$ cat config.mk
export PLATFORM = sky130hd
export DESIGN_NAME = fpsc_top
export DESIGN_NICKNAME = d
export VERILOG_FILES = /design/src/rtl/fpsc_pkg.sv /design/src/rtl/fpsc_timer.sv /design/src/rtl/fpsc_apply.sv /design/src/rtl/fpsc_top.sv
export SDC_FILE = /design/constraint.sdc
export NUM_CORES = 1
export LEC_CHECK = 0
export BUFFER_PORTS_ARGS = -buffer_cell sky130_fd_sc_hd__buf_2
export CAP_MARGIN = 40
export CORE_ASPECT_RATIO = 1.2
export CORE_MARGIN = 1.5
export CORE_UTILIZATION = 45
export CTS_CLUSTER_SIZE = 16
export DETAILED_ROUTE_END_ITERATION = 16
export PLACE_DENSITY = 0.7
export SYNTH_ARGS = -nofsm -noshare
export SYNTH_HDL_FRONTEND = slang
export SYNTH_SLANG_ARGS = --single-unit
$ cat constraint.sdc
create_clock -name clk_i -period 3.95 [get_ports clk_i]
set_clock_uncertainty 0.05 [all_clocks]
set_input_delay 0.1975 -clock clk_i [delete_from_list [all_inputs] [get_ports clk_i]]
set_output_delay 0.1975 -clock clk_i [all_outputs]
set_load 0.01 [all_outputs]
$ cat src/rtl/fpsc_pkg.sv
// Purpose: Shared constants for the fabric performance state controller
// Assumes: 50 MHz clock, registers on classic Wishbone
// Notes: Times kept in their own units, cycle counts derived and rounded up
package fpsc_pkg;
    localparam int CLK_NS = 20;
    localparam int CNT_W = 22;
    localparam int ADR_W = 8;

    localparam logic [7:0] OFF_CFG_LO = 8'h90;
    localparam logic [7:0] OFF_CFG_HI = 8'h94;
    localparam logic [7:0] OFF_CTL = 8'h98;

    localparam int B_CAP = 31;
    localparam int B_DIS = 30;
    localparam int B_FSEL = 29;
    localparam int B_FREQ = 28;
    localparam int B_LOCK = 20;
    localparam int B_IGN = 16;
    localparam int L_VID = 8;
    localparam int L_DIV = 0;
    localparam int L_HRES = 29;
    localparam int L_LRES = 26;
    localparam int L_ACT = 23;
    localparam int L_IDLE = 20;
    localparam int B_DMA = 4;
    localparam int B_THREN = 3;
    localparam int L_THR = 0;
    localparam int B_OVR = 31;
    localparam int B_CSEL = 30;
    localparam int B_LOWACT = 2;
    localparam int B_SEEN = 1;
    localparam int B_INFL = 0;

    localparam logic [31:0] CFG_HI_RST = 32'h0000_0000;
    localparam logic [31:0] CFG_HI_MASK = 32'hFFF0_001F;
    localparam logic [31:0] CTL_RST = 32'h0000_0000;
    localparam logic [6:0] DEF_HI_DIV = 7'h01;
    localparam logic [6:0] DEF_HI_VID = 7'h00;
    localparam logic [6:0] DEF_LO_DIV = 7'h02;
    localparam logic [6:0] DEF_LO_VID = 7'h00;

    localparam int T_120_NS = 120;
    localparam int T_25_US = 25;
    localparam int T_50_US = 50;
    localparam int T_100_US = 100;
    localparam int T_200_US = 200;
    localparam int T_500_US = 500;
    localparam int T_1_MS = 1;
    localparam int T_5_MS = 5;
    localparam int T_10_MS = 10;
    localparam int T_50_MS = 50;
    localparam int CYC_120NS = (T_120_NS + CLK_NS - 1) / CLK_NS;
    localparam int CYC_25US = (T_25_US * 1000 + CLK_NS - 1) / CLK_NS;
    localparam int CYC_50US = (T_50_US * 1000 + CLK_NS - 1) / CLK_NS;
    localparam int CYC_100US = (T_100_US * 1000 + CLK_NS - 1) / CLK_NS;
    localparam int CYC_200US = (T_200_US * 1000 + CLK_NS - 1) / CLK_NS;
    localparam int CYC_500US = (T_500_US * 1000 + CLK_NS - 1) / CLK_NS;
    localparam int CYC_1MS = (T_1_MS * 1000000 + CLK_NS - 1) / CLK_NS;
    localparam int CYC_5MS = (T_5_MS * 1000000 + CLK_NS - 1) / CLK_NS;
    localparam int CYC_10MS = (T_10_MS * 1000000 + CLK_NS - 1) / CLK_NS;
    localparam int CYC_50MS = (T_50_MS * 1000000 + CLK_NS - 1) / CLK_NS;

    typedef enum logic [0:0] {
        SEQ_IDLE = 1'b0,
        SEQ_WAIT = 1'b1
    } fpsc_seq_t;
endpackage

$ cat src/rtl/fpsc_timer.sv
// Purpose: Up counter that reports when a condition has held long enough
// Assumes: run_i low clears the count
// Notes: Saturates at the limit so a held condition stays done
`timescale 1ns/1ps
module fpsc_timer #(
    parameter int CW = fpsc_pkg::CNT_W
) (
    input wire logic clk_i,
    input wire logic rst_i,
    input wire logic ce_i,
    input wire logic run_i,
    input wire logic [CW-1:0] limit_i,
    output logic done_o
);
    logic [CW-1:0] cnt_ff;

    always_ff @(posedge clk_i) begin
        if (rst_i) begin
            cnt_ff <= '0;
        end else if (ce_i) begin
            if (!run_i) begin
                cnt_ff <= '0;
            end else if (cnt_ff < limit_i) begin
                cnt_ff <= cnt_ff + 1'b1;
            end
        end
    end

    assign done_o = run_i && (cnt_ff >= limit_i);
endmodule

$ cat src/rtl/fpsc_apply.sv
// Purpose: Applies divisor and supply code and waits for the partner
// Assumes: Partner raises done_i once both are in effect
// Notes: One transition at a time; values frozen while waiting
`timescale 1ns/1ps
module fpsc_apply #(
    parameter logic [6:0] RST_DIV = fpsc_pkg::DEF_HI_DIV,
    parameter logic [6:0] RST_VID = fpsc_pkg::DEF_HI_VID
) (
    input wire logic clk_i,
    input wire logic rst_i,
    input wire logic ce_i,
    input wire logic start_i,
    input wire logic [6:0] div_i,
    input wire logic [6:0] vid_i,
    input wire logic done_i,
    output logic [6:0] div_o,
    output logic [6:0] vid_o,
    output logic req_o,
    output logic busy_o,
    output logic fin_o
);
    fpsc_pkg::fpsc_seq_t st_ff;

    always_ff @(posedge clk_i) begin
        if (rst_i) begin
            st_ff <= fpsc_pkg::SEQ_IDLE;
            div_o <= RST_DIV;
            vid_o <= RST_VID;
        end else if (ce_i) begin
            case (st_ff)
                fpsc_pkg::SEQ_IDLE: begin
                    if (start_i) begin
                        st_ff <= fpsc_pkg::SEQ_WAIT;
                        div_o <= div_i;
                        vid_o <= vid_i;
                    end
                end
                default: begin
                    if (done_i) begin
                        st_ff <= fpsc_pkg::SEQ_IDLE;
                    end
                end
            endcase
        end
    end

    assign busy_o = (st_ff == fpsc_pkg::SEQ_WAIT);
    assign req_o = busy_o;
    assign fin_o = busy_o && done_i && ce_i;
endmodule

$ cat src/rtl/fpsc_top.sv
// Purpose: Fabric performance state controller with Wishbone registers
// Assumes: Activity inputs synchronous to clk_i; partner acks changes
// Notes: State 0 is high performance, state 1 low performance
// Summary of operation
// - With hardware requests enabled the block requests state changes itself; never when disabled.
// - Setting the disable bit sends the fabric back to state 0.
// - Forced target select picks state 1 when set, state 0 when clear.
// - A forced request while idle starts at once, even with hardware requests disabled.
// - A forced request during a transition waits until that transition ends.
// - Lock bit is write-one-only and freezes disable, voltage code and divisor.
// - Ignore-GPU bit removes GPU activity from the decisions.
// - Low-state voltage code drives the regulator; new value used at next 0-to-1.
// - Low-state divisor sets the clock in state 1; changes apply immediately there.
// - Any core active for the selected time triggers state 1 to 0.
// - All cores idle for the selected time triggers state 0 to 1.
// - With the DMA bit set, DMA traffic blocks autonomous transitions.
// - Core threshold gates decisions when enabled; ignored when disabled.
// - Context follows current state unless override selects it explicitly.
// - Status bit shows the present state.
// - Sticky flag sets on entering state 1; software writes one to clear.
// - In-flight bit is high while a transition is in progress.
// - Capability bit is fixed per product.
`timescale 1ns/1ps
module fpsc_top #(
    parameter logic CAPABLE = 1'b1,
    parameter logic LOCK_RST = 1'b0,
    parameter logic [6:0] LO_VID_RST = fpsc_pkg::DEF_LO_VID,
    parameter logic [6:0] LO_DIV_RST = fpsc_pkg::DEF_LO_DIV,
    parameter logic [6:0] HI_VID = fpsc_pkg::DEF_HI_VID,
    parameter logic [6:0] HI_DIV = fpsc_pkg::DEF_HI_DIV,
    parameter int CW = fpsc_pkg::CNT_W,
    parameter int CYC_100US = fpsc_pkg::CYC_100US,
    parameter int CYC_200US = fpsc_pkg::CYC_200US,
    parameter int CYC_500US = fpsc_pkg::CYC_500US,
    parameter int CYC_1MS = fpsc_pkg::CYC_1MS,
    parameter int CYC_5MS = fpsc_pkg::CYC_5MS,
    parameter int CYC_10MS = fpsc_pkg::CYC_10MS,
    parameter int CYC_50MS = fpsc_pkg::CYC_50MS
) (
    input wire logic clk_i,
    input wire logic rst_i,
    input wire logic ce_i,
    input wire logic wb_cyc_i,
    input wire logic wb_stb_i,
    input wire logic wb_we_i,
    input wire logic [fpsc_pkg::ADR_W-1:0] wb_adr_i,
    input wire logic [3:0] wb_sel_i,
    input wire logic [31:0] wb_dat_i,
    output logic [31:0] wb_dat_o,
    output logic wb_ack_o,
    input wire logic core_active_i,
    input wire logic all_idle_i,
    input wire logic [2:0] core_pstate_i,
    input wire logic gpu_high_i,
    input wire logic dma_active_i,
    input wire logic change_done_i,
    output logic change_req_o,
    output logic [6:0] fabric_clk_div_o,
    output logic [6:0] fabric_volt_code_o,
    output logic low_state_active_o,
    output logic transition_in_flight_o,
    output logic context_low_o
);
    localparam int CYC_120NS_OK = (fpsc_pkg::CYC_120NS > 0) ? 1 : 0;
    if (longint'(CYC_50MS) >= (longint'(1) << CW) || CYC_120NS_OK == 0) begin : g_bad_cw
        $error("timer width too small for the longest residency");
    end

    logic dis_ff, fsel_ff, freq_ff, lock_ff, ign_ff;
    logic [6:0] vid_ff, div_ff;
    logic [31:0] hi_ff;
    logic ovr_ff, csel_ff, seen_ff, state_ff, tgt_ff;
    logic force_pend_ff, p0_pend_ff;
    logic req, wr_lo, wr_hi, wr_ctl;
    logic [31:0] rd_lo, rd_hi, rd_ctl, wlo, rdata;
    logic busy, fin, start, nxt_tgt, hw_start, take_p0, take_frc;
    logic res_done, act_done, idle_done, hw_go, dma_blk;
    logic go_low, go_high;
    logic [6:0] div_in, vid_in;
    logic [CW-1:0] res_lim;

    function automatic logic [31:0] be_merge(input logic [31:0] o, input logic [31:0] n,
                                             input logic [3:0] s);
        logic [31:0] r;
        r = o;
        for (int i = 0; i < 4; i++) begin
            if (s[i]) begin
                r[i*8 +: 8] = n[i*8 +: 8];
            end
        end
        return r;
    endfunction

    // Residency codes: 0, 120 ns, 100 us .. 50 ms
    function automatic logic [CW-1:0] res_cyc(input logic [2:0] c);
        case (c)
            3'h0: return '0;
            3'h1: return CW'(fpsc_pkg::CYC_120NS);
            3'h2: return CW'(CYC_100US);
            3'h3: return CW'(CYC_500US);
            3'h4: return CW'(CYC_1MS);
            3'h5: return CW'(CYC_5MS);
            3'h6: return CW'(CYC_10MS);
            default: return CW'(CYC_50MS);
        endcase
    endfunction

    // Activity codes: 0, 120 ns, 25 us .. 1 ms
    function automatic logic [CW-1:0] act_cyc(input logic [2:0] c);
        case (c)
            3'h0: return '0;
            3'h1: return CW'(fpsc_pkg::CYC_120NS);
            3'h2: return CW'(fpsc_pkg::CYC_25US);
            3'h3: return CW'(fpsc_pkg::CYC_50US);
            3'h4: return CW'(CYC_100US);
            3'h5: return CW'(CYC_200US);
            3'h6: return CW'(CYC_500US);
            default: return CW'(CYC_1MS);
        endcase
    endfunction

    // Bus decode
    assign req = wb_cyc_i && wb_stb_i && !wb_ack_o;
    assign wr_lo = req && wb_we_i && (wb_adr_i == fpsc_pkg::OFF_CFG_LO);
    assign wr_hi = req && wb_we_i && (wb_adr_i == fpsc_pkg::OFF_CFG_HI);
    assign wr_ctl = req && wb_we_i && (wb_adr_i == fpsc_pkg::OFF_CTL);

    assign rd_lo = {CAPABLE, dis_ff, fsel_ff, freq_ff, 7'h00, lock_ff, 3'h0, ign_ff,
                    1'b0, vid_ff, 1'b0, div_ff};
    assign rd_hi = hi_ff;
    assign rd_ctl = {ovr_ff, csel_ff, 27'h000_0000, state_ff, seen_ff, busy};
    assign wlo = be_merge(rd_lo, wb_dat_i, wb_sel_i);

    always_comb begin
        if (wb_adr_i == fpsc_pkg::OFF_CFG_LO) begin
            rdata = rd_lo;
        end else if (wb_adr_i == fpsc_pkg::OFF_CFG_HI) begin
            rdata = rd_hi;
        end else if (wb_adr_i == fpsc_pkg::OFF_CTL) begin
            rdata = rd_ctl;
        end else begin
            rdata = 32'h0000_0000;
        end
    end

    // Unmapped addresses still ack so a stray access cannot hang the bus
    always_ff @(posedge clk_i) begin
        if (rst_i) begin
            wb_ack_o <= 1'b0;
            wb_dat_o <= 32'h0000_0000;
        end else if (ce_i) begin
            wb_ack_o <= req;
            if (req && !wb_we_i) begin
                wb_dat_o <= rdata;
            end
        end
    end

    // Configuration low
    always_ff @(posedge clk_i) begin
        if (rst_i) begin
            dis_ff <= 1'b0;
            fsel_ff <= 1'b0;
            freq_ff <= 1'b0;
            lock_ff <= LOCK_RST;
            ign_ff <= 1'b0;
            vid_ff <= LO_VID_RST;
            div_ff <= LO_DIV_RST;
        end else if (ce_i && wr_lo) begin
            fsel_ff <= wlo[fpsc_pkg::B_FSEL];
            freq_ff <= wlo[fpsc_pkg::B_FREQ];
            ign_ff <= wlo[fpsc_pkg::B_IGN];
            lock_ff <= lock_ff | wlo[fpsc_pkg::B_LOCK];
            if (!lock_ff) begin
                dis_ff <= wlo[fpsc_pkg::B_DIS];
                vid_ff <= wlo[fpsc_pkg::L_VID +: 7];
                div_ff <= wlo[fpsc_pkg::L_DIV +: 7];
            end
        end
    end

    // Configuration high and control
    always_ff @(posedge clk_i) begin
        if (rst_i) begin
            hi_ff <= fpsc_pkg::CFG_HI_RST;
            ovr_ff <= fpsc_pkg::CTL_RST[fpsc_pkg::B_OVR];
            csel_ff <= fpsc_pkg::CTL_RST[fpsc_pkg::B_CSEL];
        end else if (ce_i) begin
            if (wr_hi) begin
                hi_ff <= be_merge(hi_ff, wb_dat_i, wb_sel_i) & fpsc_pkg::CFG_HI_MASK;
            end
            if (wr_ctl && wb_sel_i[3]) begin
                ovr_ff <= wb_dat_i[fpsc_pkg::B_OVR];
                csel_ff <= wb_dat_i[fpsc_pkg::B_CSEL];
            end
        end
    end

    // Write of one to the force bit is remembered until it can start
    always_ff @(posedge clk_i) begin
        if (rst_i) begin
            force_pend_ff <= 1'b0;
            p0_pend_ff <= 1'b0;
        end else if (ce_i) begin
            if (wr_lo && wb_sel_i[3] && wb_dat_i[fpsc_pkg::B_FREQ]) begin
                force_pend_ff <= 1'b1;
            end else if (take_frc) begin
                force_pend_ff <= 1'b0;
            end
            if (wr_lo && !lock_ff && wb_sel_i[3] && wb_dat_i[fpsc_pkg::B_DIS] && !dis_ff) begin
                p0_pend_ff <= 1'b1;
            end else if (take_p0) begin
                p0_pend_ff <= 1'b0;
            end
        end
    end

    // Residency after a state change, then activity timers
    assign res_lim = state_ff ? res_cyc(hi_ff[fpsc_pkg::L_LRES +: 3])
                              : res_cyc(hi_ff[fpsc_pkg::L_HRES +: 3]);

    fpsc_timer #(.CW(CW)) u_res (
        .clk_i(clk_i),
        .rst_i(rst_i),
        .ce_i(ce_i),
        .run_i(!busy),
        .limit_i(res_lim),
        .done_o(res_done)
    );

    fpsc_timer #(.CW(CW)) u_act (
        .clk_i(clk_i),
        .rst_i(rst_i),
        .ce_i(ce_i),
        .run_i(core_active_i),
        .limit_i(act_cyc(hi_ff[fpsc_pkg::L_ACT +: 3])),
        .done_o(act_done)
    );

    fpsc_timer #(.CW(CW)) u_idle (
        .clk_i(clk_i),
        .rst_i(rst_i),
        .ce_i(ce_i),
        .run_i(all_idle_i),
        .limit_i(act_cyc(hi_ff[fpsc_pkg::L_IDLE +: 3])),
        .done_o(idle_done)
    );

    // Lower P-state number means a faster core
    assign go_low = idle_done
        && (!hi_ff[fpsc_pkg::B_THREN] || core_pstate_i >= hi_ff[fpsc_pkg::L_THR +: 3])
        && (ign_ff || !gpu_high_i);
    assign go_high = act_done
        || (hi_ff[fpsc_pkg::B_THREN] && core_pstate_i < hi_ff[fpsc_pkg::L_THR +: 3])
        || (!ign_ff && gpu_high_i);
    assign dma_blk = hi_ff[fpsc_pkg::B_DMA] && dma_active_i;
    assign hw_go = !dis_ff && (state_ff ? go_high : go_low);

    // Start arbitration: return-to-0, forced, autonomous, divisor refresh
    always_comb begin
        start = 1'b0;
        nxt_tgt = state_ff;
        hw_start = 1'b0;
        take_p0 = 1'b0;
        take_frc = 1'b0;
        if (CAPABLE && !busy) begin
            if (p0_pend_ff) begin
                take_p0 = 1'b1;
                start = state_ff;
                nxt_tgt = 1'b0;
            end else if (force_pend_ff) begin
                take_frc = 1'b1;
                start = 1'b1;
                nxt_tgt = fsel_ff;
            end else if (hw_go && !dma_blk && res_done) begin
                hw_start = 1'b1;
                start = 1'b1;
                nxt_tgt = !state_ff;
            end else if (state_ff && div_ff != fabric_clk_div_o) begin
                start = 1'b1;
                nxt_tgt = 1'b1;
            end
        end
    end

    // Supply code taken from vid_ff only on a 0-to-1 entry; HI_VID on any move to state 0
    assign vid_in = !nxt_tgt ? HI_VID : (state_ff ? fabric_volt_code_o : vid_ff);
    assign div_in = nxt_tgt ? div_ff : HI_DIV;

    fpsc_apply #(.RST_DIV(HI_DIV), .RST_VID(HI_VID)) u_apply (
        .clk_i(clk_i),
        .rst_i(rst_i),
        .ce_i(ce_i),
        .start_i(start),
        .div_i(div_in),
        .vid_i(vid_in),
        .done_i(change_done_i),
        .div_o(fabric_clk_div_o),
        .vid_o(fabric_volt_code_o),
        .req_o(change_req_o),
        .busy_o(busy),
        .fin_o(fin)
    );

    always_ff @(posedge clk_i) begin
        if (rst_i) begin
            tgt_ff <= 1'b0;
            state_ff <= 1'b0;
        end else if (ce_i) begin
            if (start) begin
                tgt_ff <= nxt_tgt;
            end
            if (fin) begin
                state_ff <= tgt_ff;
            end
        end
    end

    // Entry set wins over a clear in the same cycle
    always_ff @(posedge clk_i) begin
        if (rst_i) begin
            seen_ff <= 1'b0;
        end else if (ce_i) begin
            if (fin && tgt_ff && !state_ff) begin
                seen_ff <= 1'b1;
            end else if (wr_ctl && wb_sel_i[0] && wb_dat_i[fpsc_pkg::B_SEEN]) begin
                seen_ff <= 1'b0;
            end
        end
    end

    assign low_state_active_o = state_ff;
    assign transition_in_flight_o = busy;
    assign context_low_o = ovr_ff ? csel_ff : state_ff;
endmodule

==> metrics, run 1 <==
core area=approximately 18000 um2; TritonRoute pass-1 iters=5; Max rail drop VDD=just under 0.0004 V; synthesized cell area=between 8000 and 9000 um2; total wire length=20.6 mm; Max FO, Critical Path=13; Skew-Pair Late Insertion Delay=~0.43 ns; most common cell after layout, fill and taps aside=dfxtp_1; Peak Freq=about 0.28 GHz; cell family with most CP delay=compound AO/OA/AOI/OAI gates; first-pass GRT wire length=about 33 mm; clock sinks=about 150; critical path endpoint category=flip-flop; chip width=~130 um; Initial Util=46.1%; DIE AREA=about 19000 um2; Global Route Usage Sum=22.0%; max_cap viols=0; final hold violations=0; post-synthesis simple-gate area fraction=a little under a quarter; Worst Max-Slew Pin Slew=between 0.7 and 0.8 ns; final slew viol count=0; buffer depth of the longest clock path=2; Distinct cells, synth=68; Non-Filler Instances=1331; chip height=around 150 um; Port Buffers=98; Remaining Overflow, GRT=0; CTS tree=built; CP max stage delay=about 0.45 ns; P&R area growth vs syn=18.6%; number of vias per cell=about 5.4; number of synthesized flops with an enable pin=0; CP Launch Type=flip-flop; final setup vio count=0; Post-DRT Antenna Nets=0; io pins=between 100 and 150; H-tree depth=4; Worst Hold Launch=change_done_i; CTS clock-pin slew for the worst setup and hold paths=0.07 ns; CTS root buf=clkbuf_16; synthesized flop and latch total=about 150; post-synthesis instance total=994; largest family of logic cells by synthesized area=simple AND/OR/NAND/NOR gates; post-DP HPWL=between 15 and 20 mm; layout net count=about 1200; post-route cell area=~9600 um2; wire per inst=~15 um; ys async rst share=0%; Compound-Gate Fraction of Synth Area=roughly 16%; ys flop type=dfxtp_1; Adder-Cell Fraction of Synth Area=between 8 and 9%; vias=7242; LEAKAGE=between 4 and 5 nW; Warnings, synthesis=0; Slew headroom=~53%; CP Buf/Inv Count=0; Min Hold Slack=roughly 0.021 ns; Final min period=3.60 ns; # DRC=0; largest net degree at the start of global routing=35; Critical Path RT=about 4.2 ns; FILL cells=1607; Rows=53; initial antenna violation count=1; CP Cell Sequence=nand2b_1 > o21ai_0 > a211oi_1 > ha_1 > nand4_1 > nor4_1 > a21boi_1 > o211ai_1 > nor2_1 > o31a_1 > nor2_2 > a22o_1; Pwr per Cell Area=approximately 350 nW/um2; CP arrival=~3.9 ns; most frequent cells in the layout=dfxtp_1 (151), nor2_1 (131), nand2_1 (120); RR Startpoint=hi_ff[30]; Seq/Total Area, Yosys=between 30% and 40%; layout cells sized above 1=~14%; Placed Cells=1269; CP startpoint=hi_ff[30]; outcome=completed; Period Utilization, post-route=91.1%; TNS Setup=0 ns; WS Path Type=flip-flop to flip-flop; syn_area_per_cell=around 8 um2; Post-DP Area=just under 9000 um2; Worst path slowest cell=dfxtp_1; via count of the first global-routing pass=just under 7000; RSZ-0062 raised after global routing=no; mux share of post-synthesis cell area=under 10%; Hold Crit Class=input pin to flip-flop; Final GP Congestion=0.826; TritonCTS buffer count=17; Post-Synth XOR/XNOR Area=between 5 and 6%; first-iteration detailed-routing DRC count=around 330
[cell type report]
cell class,count,area [um2],share of cell area [%]
inverter,35,131,1.37
sequential,152,3040,31.7
timing repair buffer,132,813,8.47
multi-input combinational,757,4700,49.0
clock buffer,17,425,4.43
tap,220,275,2.87
clock inverter,15,200,2.08
antenna,3,7.51,0.0782
[where the power goes]
part	switching, mW	internal, mW	total, mW
sequential	0.00392	1.53	1.54
combinational	0.0843	0.0568	0.141
clock	0.769	0.918	1.69
total	0.857	2.51	3.37
[tightest hold or removal path, cell delays in order]
cell	delay (ns)
buf_2	0.09
nand2_1	0.05
nand2_1	0.06
a21oi_1	0.05
[synth_stat cells, drive strengths merged, types with 15 or more instances]
library cell	number	area share, %
a22oi	15	1.4
nor3	16	0.99
nand3	39	2.4
ha	54	8.3
nor2	133	6.2
nand4	18	1.5
inv	35	1.6
xor2	38	4.1
a21oi	78	5.0
o21ai	38	2.4
nand2	120	5.6
dfxtp	152	38
clkbuf	41	1.9
mux2i	33	4.1
[stage by stage]
stage,worst slack (ns),util (%),power [mW]
4_1_cts,0.209,54.5,3.40
6_report,0.351,54.6,3.37
3_3_place_gp,0.299,49.4,1.69
5_1_grt,0.0323,54.6,3.48
3_5_place_dp,0.249,49.4,1.69
2_1_floorplan,0.381,-,1.64
[worst paths after layout]
| path | end | slack [ns] | cells after the start |
|---|---|---|---|
| worst max register to register | u_apply.div_o[4] | 0.35 | 12 |
| worst max-delay path | u_apply.div_o[4] | 0.35 | 12 |
| worst min-delay path | u_apply.busy_o | 0.02 | 4 |
| worst min register to register | u_act.cnt_ff[21] | 0.38 | 2 |
[timing repair]
action                                  CTS  global route
endpoints found under the hold margin    34             0
buffers inserted                          0             0
endpoints found under the setup margin    0            24
gates resized for setup                   0             3
hold buffers                             27             0
[routing by layer]
layer	global-route usage (%)	part of all wire, %	up-vias
met5	0	0	-
met4	9.38	2.6	0
met3	4.79	4.4	31
met2	36.4	48	151
met1	27.7	45	3371
li1	-	-	3689
[registers in the layout, indices dropped and copies added, names as in the netlist]
register            flops
wb_dat_o               27
u_act.cnt_ff           22
u_idle.cnt_ff          22
u_res.cnt_ff           22
hi_ff                  17
div_ff                  7
u_apply.div_o           7
u_apply.vid_o           7
vid_ff                  7
csel_ff                 1
dis_ff                  1
force_pend_ff           1
freq_ff                 1
fsel_ff                 1
ign_ff                  1
lock_ff                 1
low_state_active_o      1
ovr_ff                  1
p0_pend_ff              1
seen_ff                 1
tgt_ff                  1
u_apply.busy_o          1
wb_ack_o                1
[logic make-up (layout without fill, tap and decap cells)]
group / after synthesis / in the layout
DFF: 152 / 152
buffers and inverters: 89 / 199
adders and majority gates: 54 / 54
and+or+nand+nor: 412 / 412
other: 1 / 8
muxes: 35 / 35
AOI/OAI and AO/OA: 199 / 199
xor gates and xnor gates: 52 / 52
No activity file was read; power rests on OpenSTA's default activity.
==> run 2, diff against run 1 <==
- PLACE_DENSITY: 0.7 -> default
==> run 2 against run 1 <==
  * Sequential share of layout area up 0.14 points
  * Global-route usage down 0.20 points
  * Maximum frequency down 0.46%
  * First-iteration DRC count up 19%
  * Final cell count down 0.15%
  * Critical endpoint is now u_apply.div_o[0]
==> metrics, run 2 (synthesis gave the netlist of run 1 again) <==
outcome=completed; Critical Path RT=4.20 ns; CP Cell Sequence=nor2b_1 > nand2_1 > o21ai_0 > a211oi_1 > ha_1 > nand4_1 > nor4_1 > a21boi_1 > o211ai_1 > nor2_1 > o31ai_2 > nor3b_2 > a22oi_1; CP arrival=~3.9 ns; max_cap viols=0; first-pass GRT wire length=32.9 mm; Min Hold Slack=0.0124 ns; fin util=between 50% and 60%; pre-CTS setup slack=0.333 ns; Worst Max-Slew Pin Slew=between 0.7 and 0.8 ns; RSZ-0062 raised after global routing=no; Period Utilization, post-route=91.5%; Hold Crit Class=input pin to flip-flop; critical path endpoint category=flip-flop; chip height=150 um; max reg flops=27; largest net degree at the start of global routing=35; CTS tree=built; TritonCTS buffer count=17; Final min period=between 3 and 4 ns; P&R area growth vs syn=18.1%; chip width=125 um; internal power=~2.5 mW; Non-Filler Instances=1329; Final GP Congestion=between 0.8 and 0.9; Switch Pwr=between 0.8 and 0.9 mW; CP Buf/Inv Count=0; Clock Power Share=around 50%; Slew headroom=47.6%; cell family with most CP delay=simple AND/OR/NAND/NOR gates; total wire length=just over 20 mm; switching share of power=around a quarter; Skew-Pair Late Insertion Delay=between 0.4 and 0.5 ns; Worst path slowest cell=dfxtp_1; WL met3=872 um; Peak Freq=roughly 0.28 GHz; Initial Util=46.1%; Global Route Usage Sum=between 20% and 30%; H-tree depth=4; PnR Total Power=around 3.3 mW; CTS clock-pin slew for the worst setup and hold paths=0.07 ns; number of vias per cell=~5.3; highest metal used=met4; post-route cell area=roughly 9600 um2; most common cell after layout, fill and taps aside=dfxtp_1; clock sinks=between 150 and 200; TNS Setup=0 ns; CP Launch Type=flip-flop; largest register by flop count=wb_dat_o; final hold violations=0; final slew viol count=0; Max rail drop VDD=about 0.00029 V; most frequent cells in the layout=dfxtp_1 (152), nor2_1 (132), nand2_1 (120); CP max stage delay=around 0.59 ns; first-iteration detailed-routing DRC count=391; core area=17600 um2; combinational power share=about 4.2%; Remaining Overflow, GRT=0; FILL cells=1678; Pwr per Cell Area=around 350 nW/um2; # DRC=0; DIE AREA=between 15000 and 20000 um2; final setup vio count=0; WS Path Type=flip-flop to flip-flop; wire per inst=~15 um; sequential share of power=between 40% and 50%; layout cells sized above 1=between 10% and 20%; TritonRoute pass-1 iters=5; CTS root buf=clkbuf_16; vias=slightly above 7000; Post-DP Area=roughly 8700 um2; post-DP HPWL=~15 mm; Rows=53; via count of the first global-routing pass=~6500; Placed Cells=1270; LEAKAGE=4.06 nW; setup slack after layout=about 0.33 ns; DR WL met2=9.73 mm; layout net count=1206; Port Buffers=98; M1 wire length=roughly 9.5 mm; buffer depth of the longest clock path=2; Post-DRT Antenna Nets=0; io pins=between 100 and 150; Max FO, Critical Path=12; initial antenna violation count=1
==> run 2: timing repair <==
action	in CTS	in global routing
setup buffers	0	0
hold endpoints to repair	29	0
gates resized for setup	0	0
hold buffers	25	0
==> run 2: power by group through the flow <==
stage	combinational, mW	clock [mW]	sequential (mW)
2_1_floorplan	0.0701	0	1.57
3_3_place_gp	0.122	0	1.57
3_5_place_dp	0.122	0	1.57
4_1_cts	0.142	1.69	1.54
5_1_grt	0.154	1.76	1.54
6_report	0.141	1.65	1.54
==> run 2: worst paths after layout <==
path	from	to	slack [ns]	depth (start not counted)
worst min-delay path	wb_dat_i[20]	hi_ff[20]	0.01	3
worst max-delay path	hi_ff[28]	u_apply.div_o[0]	0.33	13
worst max register to register	hi_ff[28]	u_apply.div_o[0]	0.33	13
worst min register to register	u_act.cnt_ff[20]	u_act.cnt_ff[20]	0.38	2
==> run 2: area by class of cell <==
| cell class | count | area, um2 | area share [%] |
|---|---|---|---|
| Antenna cell | 2 | 5.00 | 0.0524 |
| Clock buffer | 17 | 425 | 4.45 |
| Clock inverter | 15 | 178 | 1.86 |
| Inverter | 35 | 131 | 1.38 |
| Multi-Input combinational cell | 757 | 4700 | 49.1 |
| Sequential cell | 152 | 3040 | 31.8 |
| Tap cell | 220 | 275 | 2.88 |
| Timing Repair Buffer | 131 | 801 | 8.38 |
==> run 2: routing by layer <==
layer | up-vias | track usage, %
met1 | 3253 | 28.6
met2 | 130 | 36.6
met5 | - | 0
met3 | 19 | 4.61
li1 | 3674 | -
met4 | 0 | 5.68
==> run 2: worst register-to-register path, cell delays in order, from the launching register on <==
cell and delay, ns:
dfxtp_1 0.59, nor2b_1 0.23, nand2_1 0.06, o21ai_0 0.15, a211oi_1 0.11, ha_1 0.32
nand4_1 0.13, nor4_1 0.37, a21boi_1 0.29, o211ai_1 0.22, nor2_1 0.26, o31ai_2 0.10
nor3b_2 0.45, a22oi_1 0.16
